$ cat src/shared/rsi_pkg.sv
// Overview of operation
// - lin1 power-good event sets bit 6, W1C
// - lin0 power-good event sets bit 2, W1C
// - lin1 short over 1 ms sets bit 5
// - lin0 short over 1 ms sets bit 1
// - lin1 current limit sets bit 4, W1C
// - lin0 current limit sets bit 0, W1C
// - flag bits 7 and 3 stay zero
// - top status bit 7 shows power-good pin
// - top status bit 4 shows clock invalid
// - top status bit 3 shows thermal shutdown
// - top status bit 2 shows thermal warning
// - top status bit 1 shows input overvoltage
// - buck status bits 7,3 show converter enables
// - buck status bits 6,2 show output invalid
// - buck status bits 4,0 show current limit
// - status bits read-only, reset zero, unlatched
// - pending summary clears when flags all zero
package rsi_pkg;
	// register offsets
	localparam logic [7:0] LIN_FLAGS_ADDR = 8'h1c;
	localparam logic [7:0] TOP_STAT_ADDR  = 8'h1d;
	localparam logic [7:0] BUCK_STAT_ADDR = 8'h1e;
	localparam logic [7:0] REG_RESET_VAL  = 8'h00;

	// linear regulator flag bit positions
	localparam int LIN0_CURLIM_BIT = 0;
	localparam int LIN0_SHORT_BIT  = 1;
	localparam int LIN0_PWRGD_BIT  = 2;
	localparam int LIN1_CURLIM_BIT = 4;
	localparam int LIN1_SHORT_BIT  = 5;
	localparam int LIN1_PWRGD_BIT  = 6;
	localparam logic [7:0] LIN_FLAGS_MASK = 8'h77;

	// top status bit positions
	localparam int TOP_OVP_BIT   = 1;
	localparam int TOP_TWARN_BIT = 2;
	localparam int TOP_TSD_BIT   = 3;
	localparam int TOP_CLKINV_BIT = 4;
	localparam int TOP_PGPIN_BIT = 7;

	// buck status bit positions
	localparam int CONV0_CURLIM_BIT = 0;
	localparam int CONV0_INVAL_BIT  = 2;
	localparam int CONV0_EN_BIT     = 3;
	localparam int CONV1_CURLIM_BIT = 4;
	localparam int CONV1_INVAL_BIT  = 6;
	localparam int CONV1_EN_BIT     = 7;

	// index of each raw condition in the synchroniser vector
	localparam int IX_LIN1_PGF  = 0;
	localparam int IX_LIN0_PGF  = 1;
	localparam int IX_LIN1_SC   = 2;
	localparam int IX_LIN0_SC   = 3;
	localparam int IX_LIN1_ILIM = 4;
	localparam int IX_LIN0_ILIM = 5;
	localparam int IX_PGPIN     = 6;
	localparam int IX_CLKINV    = 7;
	localparam int IX_TSD       = 8;
	localparam int IX_TWARN     = 9;
	localparam int IX_OVP       = 10;
	localparam int IX_C1_EN     = 11;
	localparam int IX_C0_EN     = 12;
	localparam int IX_C1_INV    = 13;
	localparam int IX_C0_INV    = 14;
	localparam int IX_C1_ILIM   = 15;
	localparam int IX_C0_ILIM   = 16;
	localparam int NUM_RAW      = 17;

	// short-circuit filter time
	localparam int SC_TIME_US   = 1000;
	localparam int CLK_MHZ      = 40;
	localparam int SC_CYCLES    = SC_TIME_US * CLK_MHZ;
	localparam int SC_CNT_W     = 16;
endpackage : rsi_pkg

$ cat src/shared/rsi_sc_if.sv
`timescale 1ns/100ps
`default_nettype none
interface rsi_sc_if;
	logic below;
	logic expired;
	modport timer (input below, output expired);
	modport ctrl (output below, input expired);
endinterface : rsi_sc_if
`default_nettype wire

$ cat src/verilog/rsi_short_timer.sv
`timescale 1ns/100ps
`default_nettype none
module rsi_short_timer #(
	parameter int unsigned CYCLES = rsi_pkg::SC_CYCLES
) (
	// clock and reset
	input wire logic clk_sys,
	input wire logic rst,
	// filter channel
	rsi_sc_if.timer  sc
);
	localparam logic [rsi_pkg::SC_CNT_W-1:0] LAST = rsi_pkg::SC_CNT_W'(CYCLES);

	logic [rsi_pkg::SC_CNT_W-1:0] cnt_r;
	logic                         expired_r;

	// saturating count of consecutive cycles below threshold
	always_ff @(posedge clk_sys) begin
		if (rst) begin
			cnt_r <= '0;
		end else if (!sc.below) begin
			cnt_r <= '0;
		end else if (cnt_r != LAST) begin
			cnt_r <= cnt_r + 1'b1;
		end
	end

	// one pulse per continuous short, not a level, so a cleared flag stays clear
	always_ff @(posedge clk_sys) begin
		if (rst) begin
			expired_r <= 1'b0;
		end else begin
			expired_r <= sc.below && (cnt_r == LAST - 1'b1);
		end
	end

	assign sc.expired = expired_r;
endmodule : rsi_short_timer
`default_nettype wire

$ cat src/verilog/rsi_regs.sv
`timescale 1ns/100ps
`default_nettype none
module rsi_regs #(
	parameter int unsigned SC_CYCLES = rsi_pkg::SC_CYCLES
) (
	// clock and reset
	input  wire logic       clk_sys,
	input  wire logic       rst,
	// register access from serial interface
	input  wire logic [7:0] reg_addr,
	input  wire logic       reg_wr_en,
	input  wire logic [7:0] reg_wr_data,
	input  wire logic       reg_rd_en,
	output logic      [7:0] reg_rd_data,
	// linear regulator monitors
	input  wire logic       lin1_pg_fault,
	input  wire logic       lin0_pg_fault,
	input  wire logic       lin1_below_sc,
	input  wire logic       lin0_below_sc,
	input  wire logic       lin1_curlimit,
	input  wire logic       lin0_curlimit,
	// device level monitors
	input  wire logic       power_good_pin,
	input  wire logic       ext_clock_invalid,
	input  wire logic       thermal_shutdown_cmp,
	input  wire logic       thermal_warning_cmp,
	input  wire logic       input_overvoltage_cmp,
	// buck converter monitors
	input  wire logic       conv1_enabled,
	input  wire logic       conv0_enabled,
	input  wire logic       conv1_output_invalid,
	input  wire logic       conv0_output_invalid,
	input  wire logic       conv1_curlimit,
	input  wire logic       conv0_curlimit,
	// summary to top interrupt register
	output logic            linear_pending_summary
);
	localparam int N = rsi_pkg::NUM_RAW;

	logic [N-1:0] raw_vec;
	logic [N-1:0] s1_r;
	logic [N-1:0] s2_r;
	logic [N-1:0] s3_r;
	logic [N-1:0] filt_r;
	logic         pg1_prev_r;
	logic         pg0_prev_r;
	logic [7:0]   flags_r;
	logic [7:0]   flags_nxt;
	logic [7:0]   set_vec;
	logic [7:0]   clr_vec;
	logic [7:0]   top_stat;
	logic [7:0]   buck_stat;
	logic [7:0]   rd_data_r;
	logic         summary_r;

	rsi_sc_if sc1_if ();
	rsi_sc_if sc0_if ();

	// w1c write decode, used only by the flag clear logic
	function automatic logic [7:0] w1c_clear(input logic [7:0] addr, input logic wr,
		input logic [7:0] data);
		if (wr && addr == rsi_pkg::LIN_FLAGS_ADDR) begin
			return data & rsi_pkg::LIN_FLAGS_MASK;
		end
		return 8'h00;
	endfunction : w1c_clear

	assign raw_vec[rsi_pkg::IX_LIN1_PGF]  = lin1_pg_fault;
	assign raw_vec[rsi_pkg::IX_LIN0_PGF]  = lin0_pg_fault;
	assign raw_vec[rsi_pkg::IX_LIN1_SC]   = lin1_below_sc;
	assign raw_vec[rsi_pkg::IX_LIN0_SC]   = lin0_below_sc;
	assign raw_vec[rsi_pkg::IX_LIN1_ILIM] = lin1_curlimit;
	assign raw_vec[rsi_pkg::IX_LIN0_ILIM] = lin0_curlimit;
	assign raw_vec[rsi_pkg::IX_PGPIN]     = power_good_pin;
	assign raw_vec[rsi_pkg::IX_CLKINV]    = ext_clock_invalid;
	assign raw_vec[rsi_pkg::IX_TSD]       = thermal_shutdown_cmp;
	assign raw_vec[rsi_pkg::IX_TWARN]     = thermal_warning_cmp;
	assign raw_vec[rsi_pkg::IX_OVP]       = input_overvoltage_cmp;
	assign raw_vec[rsi_pkg::IX_C1_EN]     = conv1_enabled;
	assign raw_vec[rsi_pkg::IX_C0_EN]     = conv0_enabled;
	assign raw_vec[rsi_pkg::IX_C1_INV]    = conv1_output_invalid;
	assign raw_vec[rsi_pkg::IX_C0_INV]    = conv0_output_invalid;
	assign raw_vec[rsi_pkg::IX_C1_ILIM]   = conv1_curlimit;
	assign raw_vec[rsi_pkg::IX_C0_ILIM]   = conv0_curlimit;

	// analog comparators are asynchronous; a change is taken once stages 2 and 3 agree
	always_ff @(posedge clk_sys) begin
		if (rst) begin
			s1_r   <= '0;
			s2_r   <= '0;
			s3_r   <= '0;
			filt_r <= '0;
		end else begin
			s1_r <= raw_vec;
			s2_r <= s1_r;
			s3_r <= s2_r;
			for (int i = 0; i < N; i++) begin
				if (s2_r[i] == s3_r[i]) begin
					filt_r[i] <= s3_r[i];
				end
			end
		end
	end

	// short-circuit filters, one per linear regulator
	assign sc1_if.below = filt_r[rsi_pkg::IX_LIN1_SC];
	assign sc0_if.below = filt_r[rsi_pkg::IX_LIN0_SC];

	rsi_short_timer #(.CYCLES(SC_CYCLES)) u_sc1 (
		.clk_sys (clk_sys),
		.rst     (rst),
		.sc      (sc1_if.timer)
	);

	rsi_short_timer #(.CYCLES(SC_CYCLES)) u_sc0 (
		.clk_sys (clk_sys),
		.rst     (rst),
		.sc      (sc0_if.timer)
	);

	// previous power-good fault level for event edge detect
	always_ff @(posedge clk_sys) begin
		if (rst) begin
			pg1_prev_r <= 1'b0;
			pg0_prev_r <= 1'b0;
		end else begin
			pg1_prev_r <= filt_r[rsi_pkg::IX_LIN1_PGF];
			pg0_prev_r <= filt_r[rsi_pkg::IX_LIN0_PGF];
		end
	end

	always_comb begin
		set_vec = 8'h00;
		set_vec[rsi_pkg::LIN1_PWRGD_BIT]  = filt_r[rsi_pkg::IX_LIN1_PGF] && !pg1_prev_r;
		set_vec[rsi_pkg::LIN0_PWRGD_BIT]  = filt_r[rsi_pkg::IX_LIN0_PGF] && !pg0_prev_r;
		set_vec[rsi_pkg::LIN1_SHORT_BIT]  = sc1_if.expired;
		set_vec[rsi_pkg::LIN0_SHORT_BIT]  = sc0_if.expired;
		set_vec[rsi_pkg::LIN1_CURLIM_BIT] = filt_r[rsi_pkg::IX_LIN1_ILIM];
		set_vec[rsi_pkg::LIN0_CURLIM_BIT] = filt_r[rsi_pkg::IX_LIN0_ILIM];
		clr_vec = w1c_clear(reg_addr, reg_wr_en, reg_wr_data);
		// set wins over a same-cycle clear so no event is lost
		flags_nxt = ((flags_r & ~clr_vec) | set_vec) & rsi_pkg::LIN_FLAGS_MASK;
	end

	// latched flags; reads do not touch them
	always_ff @(posedge clk_sys) begin
		if (rst) begin
			flags_r <= rsi_pkg::REG_RESET_VAL;
		end else begin
			flags_r <= flags_nxt;
		end
	end

	// summary tracks the flag register with the same timing
	always_ff @(posedge clk_sys) begin
		if (rst) begin
			summary_r <= 1'b0;
		end else begin
			summary_r <= |flags_nxt;
		end
	end

	always_comb begin
		top_stat = 8'h00;
		top_stat[rsi_pkg::TOP_PGPIN_BIT]  = filt_r[rsi_pkg::IX_PGPIN];
		top_stat[rsi_pkg::TOP_CLKINV_BIT] = filt_r[rsi_pkg::IX_CLKINV];
		top_stat[rsi_pkg::TOP_TSD_BIT]    = filt_r[rsi_pkg::IX_TSD];
		top_stat[rsi_pkg::TOP_TWARN_BIT]  = filt_r[rsi_pkg::IX_TWARN];
		top_stat[rsi_pkg::TOP_OVP_BIT]    = filt_r[rsi_pkg::IX_OVP];
		buck_stat = 8'h00;
		buck_stat[rsi_pkg::CONV1_EN_BIT]     = filt_r[rsi_pkg::IX_C1_EN];
		buck_stat[rsi_pkg::CONV0_EN_BIT]     = filt_r[rsi_pkg::IX_C0_EN];
		buck_stat[rsi_pkg::CONV1_INVAL_BIT]  = filt_r[rsi_pkg::IX_C1_INV];
		buck_stat[rsi_pkg::CONV0_INVAL_BIT]  = filt_r[rsi_pkg::IX_C0_INV];
		buck_stat[rsi_pkg::CONV1_CURLIM_BIT] = filt_r[rsi_pkg::IX_C1_ILIM];
		buck_stat[rsi_pkg::CONV0_CURLIM_BIT] = filt_r[rsi_pkg::IX_C0_ILIM];
	end

	// read data holds until the next read; unmapped offsets read zero
	always_ff @(posedge clk_sys) begin
		if (rst) begin
			rd_data_r <= rsi_pkg::REG_RESET_VAL;
		end else if (reg_rd_en) begin
			unique case (reg_addr)
				rsi_pkg::LIN_FLAGS_ADDR: rd_data_r <= flags_r;
				rsi_pkg::TOP_STAT_ADDR:  rd_data_r <= top_stat;
				rsi_pkg::BUCK_STAT_ADDR: rd_data_r <= buck_stat;
				default:                 rd_data_r <= 8'h00;
			endcase
		end
	end

	assign reg_rd_data            = rd_data_r;
	assign linear_pending_summary = summary_r;
endmodule : rsi_regs
`default_nettype wire

$ cat config.mk
export PLATFORM = sky130hd
export DESIGN_NAME = rsi_regs
export DESIGN_NICKNAME = d
export VERILOG_FILES = /design/src/shared/rsi_pkg.sv /design/src/shared/rsi_sc_if.sv /design/src/verilog/rsi_short_timer.sv /design/src/verilog/rsi_regs.sv
export SDC_FILE = /design/constraint.sdc
export NUM_CORES = 1
export LEC_CHECK = 0
export ABC_AREA = 1
export BUFFER_PORTS_ARGS = -buffer_cell sky130_fd_sc_hd__buf_2
export CORE_ASPECT_RATIO = 2
export CORE_UTILIZATION = 50
export DETAILED_ROUTE_END_ITERATION = 12
export PLACE_DENSITY_LB_ADDON = 0.3
export SETUP_SLACK_MARGIN = 0.1
export SYNTH_ARGS = -nofsm -noshare
export SYNTH_HDL_FRONTEND = slang
export SYNTH_SLANG_ARGS = --single-unit
$ cat constraint.sdc
create_clock -name clk_sys -period 1.45 [get_ports clk_sys]
set_clock_uncertainty 0.05 [all_clocks]
set_input_delay 0.0725 -clock clk_sys [delete_from_list [all_inputs] [get_ports clk_sys]]
set_output_delay 0.0725 -clock clk_sys [all_outputs]
set_load 0.005 [all_outputs]
==> results.py, run 1 <==
metrics = {
    "timing": {
        "min_period_ns": 1.452,
        "rsz0062_at_grt": "yes",
        "tightest_slew_ns": 0.4315,
        "fin_ws_ns": -0.001696,
        "slew_headroom": 0.7101,
        "drv_slew": 0,
        "setup_tns_ns": -0.001696,
        "setup_viol": 1,
        "max_freq_mhz": 688.9,
        "whs_ns": 0.01945,
        "post-route-period-util": 1.001,
        "hold_violations": 0,
    },
    "synthesis": {
        "synth_top_family_by_area": "simple AND/OR/NAND/NOR gates",
        "yosys.area.top_type_share": 0.5415,
        "post_synth.cell_area_avg_sq_um": 7.704,
        "synth_edf_count": 0,
        "yosys-top-cells-count": "dfxtp_1 (119), nor2_1 (112), inv_1 (105)",
        "synth_compound_gate_area_share": 0.1035,
        "synth_cell_types": 26,
        "synth_area_leaders": "dfxtp_1 (54%), nor2_1 (9.6%), inv_1 (9.0%), nand2_1 (6.3%), a21oi_1 (5.7%)",
        "synth_nets": 612,
        "yosysMostFrequentCell": "dfxtp_1",
        "netlist_area_sq_um": 4399,
        "yosys_warnings": 0,
        "synthCells": 571,
        "synthArstFlopShare": 0,
        "synthAdderAreaFrac": 0.01138,
        "synthFlopType": "dfxtp_1",
        "ys_seq_area_frac": 0.5415,
        "ys_seq_elements": 119,
        "synth_xor_area_frac": 0.007964,
        "yosys.area.top_type": "dfxtp_1",
        "synthMuxAreaShare": 0,
        "synth-simple-area-share": 0.2332,
    },
    "setup_path": {
        "slowest_delay_ns": 0.38,
        "r2r-start": "u_sc0.cnt_r[0]",
        "cp_top_family": "simple AND/OR/NAND/NOR gates",
        "end_kind": "flop",
        "worstPathCellList": "inv_4 -> nor3_4 -> nand2_2 -> nor3_4 -> nand2_2 -> nor2_2 -> nand2_1 -> nand2_1 -> nor2_1",
        "path_buf_inv": 1,
        "path_class": "flop to flop",
        "cp_slowest_cell": "dfxtp_4",
        "crit_fanout": 4,
        "start_kind": "flop",
        "startpoint": "u_sc0.cnt_r[0]",
        "arrival_ns": 1.71,
        "worst_ep_required_time_ns": 1.71,
    },
    "floorplanning": {
        "core_sq_um": 8588,
        "dieArea_sq_um": 9200,
        "pin_count": 46,
        "die_w_um": 68.33,
        "die_h_um": 134.7,
        "rows": 48,
        "start_util": 0.5122,
    },
    "grt": {
        "track_usage": 0.2134,
        "grt_pass1_vias": 3556,
        "top_usage_layer": "met2",
        "grtUsageMet3": 0.07179,
        "overflow": 0,
        "grt_pass1_wl_mm": 14.49,
        "antenna_found_initial": 0,
        "met1_usage": 0.2052,
        "grt_util_met2": 0.3660,
        "grt_max_degree": 37,
    },
    "power_and_ir_drop": {
        "power_density_nw_per_um2": 1293,
        "p_leak_uw": 0.002443,
        "total_power_uw": 7674,
        "peakVddDrop_uv": 961.2,
    },
    "routing": {
        "drt-wirelength-per-cell_um": 11.74,
        "via_per_inst": 4.912,
        "drc": 0,
        "dr.pass1.iters": 4,
        "drt_iter0_markers": 216,
        "ant_nets": 0,
        "routed_wirelength_mm": 9.203,
        "vias": 3851,
    },
    "clock_tree": {
        "path_clk_slew_ns": 0.06,
        "cts.path.max_buffers": 2,
        "cts_buffers": 17,
        "cts_tree": "built",
        "clkLatencyLatePin_ns": 0.41,
        "cts-root-buf": "clkbuf_16",
        "htreeDepth": 4,
        "cts.sinks": 119,
    },
    "hold_path": {
        "hold_class": "input port to flop",
        "hold_path_startpoint": "reg_wr_en",
    },
    "cells_and_area": {
        "stdcell_count": 784,
        "nFillCells": 638,
        "nNetsFinal": 712,
        "stdcell_area_sq_um": 5936,
        "diodes": 0,
        "drive_gt1_frac": 0.2178,
        "area_growth_pct": 34.93,
    },
    "place": {
        "hpwl_mm": 5.602,
        "place_area_sq_um": 4795,
        "place_congestion": 0.7962,
        "place_inst": 713,
        "port_buffers": 43,
    },
    "status": {
        "outcome": "complete, but fails checks",
        "violations": "negative setup slack",
    },
    "flow_run": {
        "max_cap_viol_count": 0,
    },
}
==> cell type report <==
cell class                 count  area [sq um]  share of cell area
clock inverter                14         150.1             0.02530
tap                          100         125.1             0.02108
clock buffer                  18         439.2             0.07399
sequential                   119          2409              0.4058
inverter                     106         402.9             0.06788
multi-input combinational    334          1715              0.2890
timing repair buffer          93         694.4              0.1170
==> registers in the layout (all words and copies together), names as in the netlist <==
| signal | count |
|---|---|
| u_sc1.sc.expired | 1 |
| s3_r | 17 |
| u_sc0.cnt_r | 16 |
| u_sc1.cnt_r | 16 |
| pg1_prev_r | 1 |
| u_sc0.sc.expired | 1 |
| s2_r | 17 |
| filt_r | 17 |
| linear_pending_summary | 1 |
| reg_rd_data | 8 |
| s1_r | 17 |
| flags_r | 6 |
| pg0_prev_r | 1 |
==> per-layer routing <==
layer	up-vias	routed length, um
li1	1980	-
met1	1754	3559
met2	86	4993
met3	31	311
met4	0	339
met5	-	0
==> report_power, final <==
group / total, uW / switching, uW / internal, uW / leakage (uW)
clock: 4080 / 1500 / 2580 / 0.000283
sequential: 3350 / 22.5 / 3330 / 0.000975
combinational: 247 / 117 / 130 / 0.00118
==> cells by family after synthesis <==
kind of cell | after synthesis
AO/OA/AOI/OAI | 87
XOR/XNOR | 4
adder cells (fa/ha/maj) | 4
buffers and inverters | 118
flip-flops | 119
AND/OR/NAND/NOR | 239
==> stage by stage <==
| stage | util | setup slack [ns] |
|---|---|---|
| 2_1_floorplan | - | 0.09846 |
| 3_3_place_gp | 0.5583 | 0.002667 |
| 3_5_place_dp | 0.5583 | -0.07560 |
| 4_1_cts | 0.6748 | 0.03865 |
| 5_1_grt | 0.6911 | -0.1072 |
| 6_report | 0.6911 | -0.001696 |
==> layout by cell type, fill, tap and decap left out, drive strengths merged <==
cell type and instances:
dfxtp 119, nor2 114, inv 108, nand2 76, buf 63, a21oi 50
dlygate4sd3 30, o21ai 29, nand3 21, clkbuf 18, nand4 11, a211oi 7
clkinv 7, nor4 6, nor3 5, or2 4, ha 4, clkinvlp 3
xor2 2, xnor2 2, bufinv 2, and3 2, o21a 1
==> worst register-to-register path, cell delays in order, from the launching register on <==
cell,delay (ns)
dfxtp_4,0.38
inv_4,0.05
nor3_4,0.21
nand2_2,0.10
nor3_4,0.19
nand2_2,0.12
nor2_2,0.10
nand2_1,0.05
nand2_1,0.05
nor2_1,0.03
==> timing repair <==
item                       in CTS  in global routing
hold endpoints to repair       33                  0
pin swaps                       4                 17
gates cloned                    0                  0
setup endpoints to repair      18                 27
hold buffers                   30                  0
setup buffers                   5                  4
gates resized for setup        24                 40
==> path summary, 6_finish.rpt <==
path / end / slack [ns] / cells after the start
max reg2reg: u_sc0.cnt_r[15] / -0.002 / 9
min reg2reg: s2_r[5] / 0.35 / 2
min: flags_r[0] / 0.02 / 4
max: u_sc0.cnt_r[15] / -0.002 / 9
No activity file was read; power rests on OpenSTA's default activity.
==> inputs of run 2 (changes only) <==
- SKIP_LAST_GASP: not set -> 1
==> results.py, run 2 (synthesized netlist as in run 1, its figures left out) <==
metrics = {
    "routing": {
        "drt_iter0_markers": 189,
        "ant_nets": 0,
        "drc": 0,
        "via_per_inst": 4.912,
        "dr.pass1.iters": 4,
        "vias": 3851,
        "drt-wirelength-per-cell_um": 11.70,
        "routed_wirelength_mm": 9.175,
    },
    "place": {
        "place_area_sq_um": 4795,
        "port_buffers": 43,
        "place_congestion": 0.7962,
        "hpwl_mm": 5.602,
    },
    "timing": {
        "drv_slew": 0,
        "rsz0062_at_grt": "yes",
        "setup_viol": 0,
        "post-route-period-util": 0.9946,
        "min_period_ns": 1.442,
        "tightest_slew_ns": 0.4309,
        "slew_headroom": 0.7105,
        "hold_violations": 0,
        "max_freq_mhz": 693.4,
    },
    "floorplanning": {
        "core_sq_um": 8588,
        "die_w_um": 68.33,
        "start_util": 0.5122,
        "pin_count": 46,
        "die_h_um": 134.7,
        "dieArea_sq_um": 9200,
        "rows": 48,
    },
    "cells_and_area": {
        "area_growth_pct": 34.93,
        "drive_gt1_frac": 0.2164,
        "stdcell_area_sq_um": 5936,
        "nFillCells": 638,
        "nNetsFinal": 712,
        "final_cell_mix": "nor2_1 (107), dfxtp_1 (106), inv_1 (100), nand2_1 (69), a21oi_1 (50)",
        "diodes": 0,
        "mostFrequentLayoutCell": "nor2_1",
    },
    "setup_path": {
        "startpoint": "u_sc0.cnt_r[0]",
        "worst_ep_required_time_ns": 1.71,
        "crit_end": "u_sc0.cnt_r[15]",
        "cp_slowest_cell": "dfxtp_4",
        "slowest_delay_ns": 0.38,
        "rr_worst_depth": 9,
        "crit_fanout": 4,
        "cp.depth": 9,
        "arrival_ns": 1.70,
        "reg2reg_slack_ns": 0.008,
        "cp_top_family": "simple AND/OR/NAND/NOR gates",
        "path_class": "flop to flop",
        "worstPathCellList": "inv_4 -> nor3_4 -> nand2_2 -> nor3_4 -> nand2_2 -> nor2_2 -> nand2_1 -> nand2_1 -> nor2_1",
        "r2r_end": "u_sc0.cnt_r[15]",
        "path_buf_inv": 1,
        "r2r-start": "u_sc0.cnt_r[0]",
        "end_kind": "flop",
        "start_kind": "flop",
    },
    "power_and_ir_drop": {
        "peakVddDrop_uv": 963.8,
        "total_power_uw": 7671,
        "power_density_nw_per_um2": 1292,
        "p_leak_uw": 0.002444,
    },
    "clock_tree": {
        "cts.sinks": 119,
        "path_clk_slew_ns": 0.06,
        "cts.path.max_buffers": 2,
        "clkLatencyLatePin_ns": 0.41,
        "htreeDepth": 4,
        "cts_buffers": 17,
        "cts_tree": "built",
        "cts-root-buf": "clkbuf_16",
    },
    "hold_path": {
        "hold_class": "input port to flop",
        "hold_depth": 4,
    },
    "grt": {
        "antenna_found_initial": 0,
        "grt_max_degree": 37,
        "grt_pass1_vias": 3556,
        "track_usage": 0.2134,
        "grt_pass1_wl_mm": 14.49,
        "overflow": 0,
    },
    "flow_run": {
        "max_cap_viol_count": 0,
    },
    "status": {
        "outcome": "finished clean",
    },
}
[run 2: cell counts in the layout (fill, tap and decap cells not counted)]
No cell type changed its count.
[run 2: how the worst min path moves through the flow]
| stage | slack, ns | to | startpoint |
|---|---|---|---|
| after floorplan | 0.13 | s1_r[0] | lin1_pg_fault |
| after global placement | 0.22 | s1_r[1] | lin0_pg_fault |
| after detailed placement | 0.23 | s1_r[1] | lin0_pg_fault |
| after CTS | 0.008 | flags_r[0] | reg_wr_en |
| after global routing | 0.06 | flags_r[6] | reg_wr_en |
| final | 0.02 | flags_r[0] | reg_wr_en |
[run 2: layer usage]
layer	routed length [um]	vias up	GRT usage
met2	4935	91	0.3660
li1	-	1982	-
met5	0	-	0
met1	3529	1743	0.2052
met3	332	35	0.07179
met4	377	0	0.1400
[run 2: where the power goes]
group | internal (uW) | switching (uW) | total [uW] | leakage, uW
Clock | 2580 | 1500 | 4080 | 0.000283
Sequential | 3330 | 22.3 | 3350 | 0.000975
Combinational | 130 | 117 | 247 | 0.00119
Total | 6030 | 1640 | 7670 | 0.00244
[run 2: layout make-up]
class	count	area [sq um]	area share
flip-flops and latches	119	2409	0.4058
multi-input cells	334	1715	0.2890
repair buffers	93	694.4	0.1170
clock buffers	18	439.2	0.07399
inverters	106	402.9	0.06788
clock inverters	14	150.1	0.02530
well taps	100	125.1	0.02108
[run 2: tightest hold or removal path: cells and delay by family]
family	cells	cell delay (ns)
compound gates	1	0.06
buf+inv	1	0.14
simple gates	2	0.17
[run 2: through the flow]
step | std cells | utilization | hold slack (ns) | TNS (ns) | setup slack (ns)
6_report | 784 | 0.6911 | 0.01633 | 0 | 0.007895
3_5_place_dp | 713 | 0.5583 | 0.2277 | -0.09312 | -0.07560
2_1_floorplan | 571 | - | 0.1295 | 0 | 0.09846
4_1_cts | 780 | 0.6748 | 0.008180 | 0 | 0.03865
5_1_grt | 784 | 0.6911 | 0.05602 | -0.5364 | -0.1072
3_3_place_gp | 713 | 0.5583 | 0.2232 | 0 | 0.002667
[run 2: what timing repair did]
item,4_1_cts,5_1_grt
hold buffers,30,0
buffers inserted,5,4
pin swaps,4,16
endpoints found under the setup margin,18,27
gates resized for setup,24,39
endpoints found under the hold margin,33,0
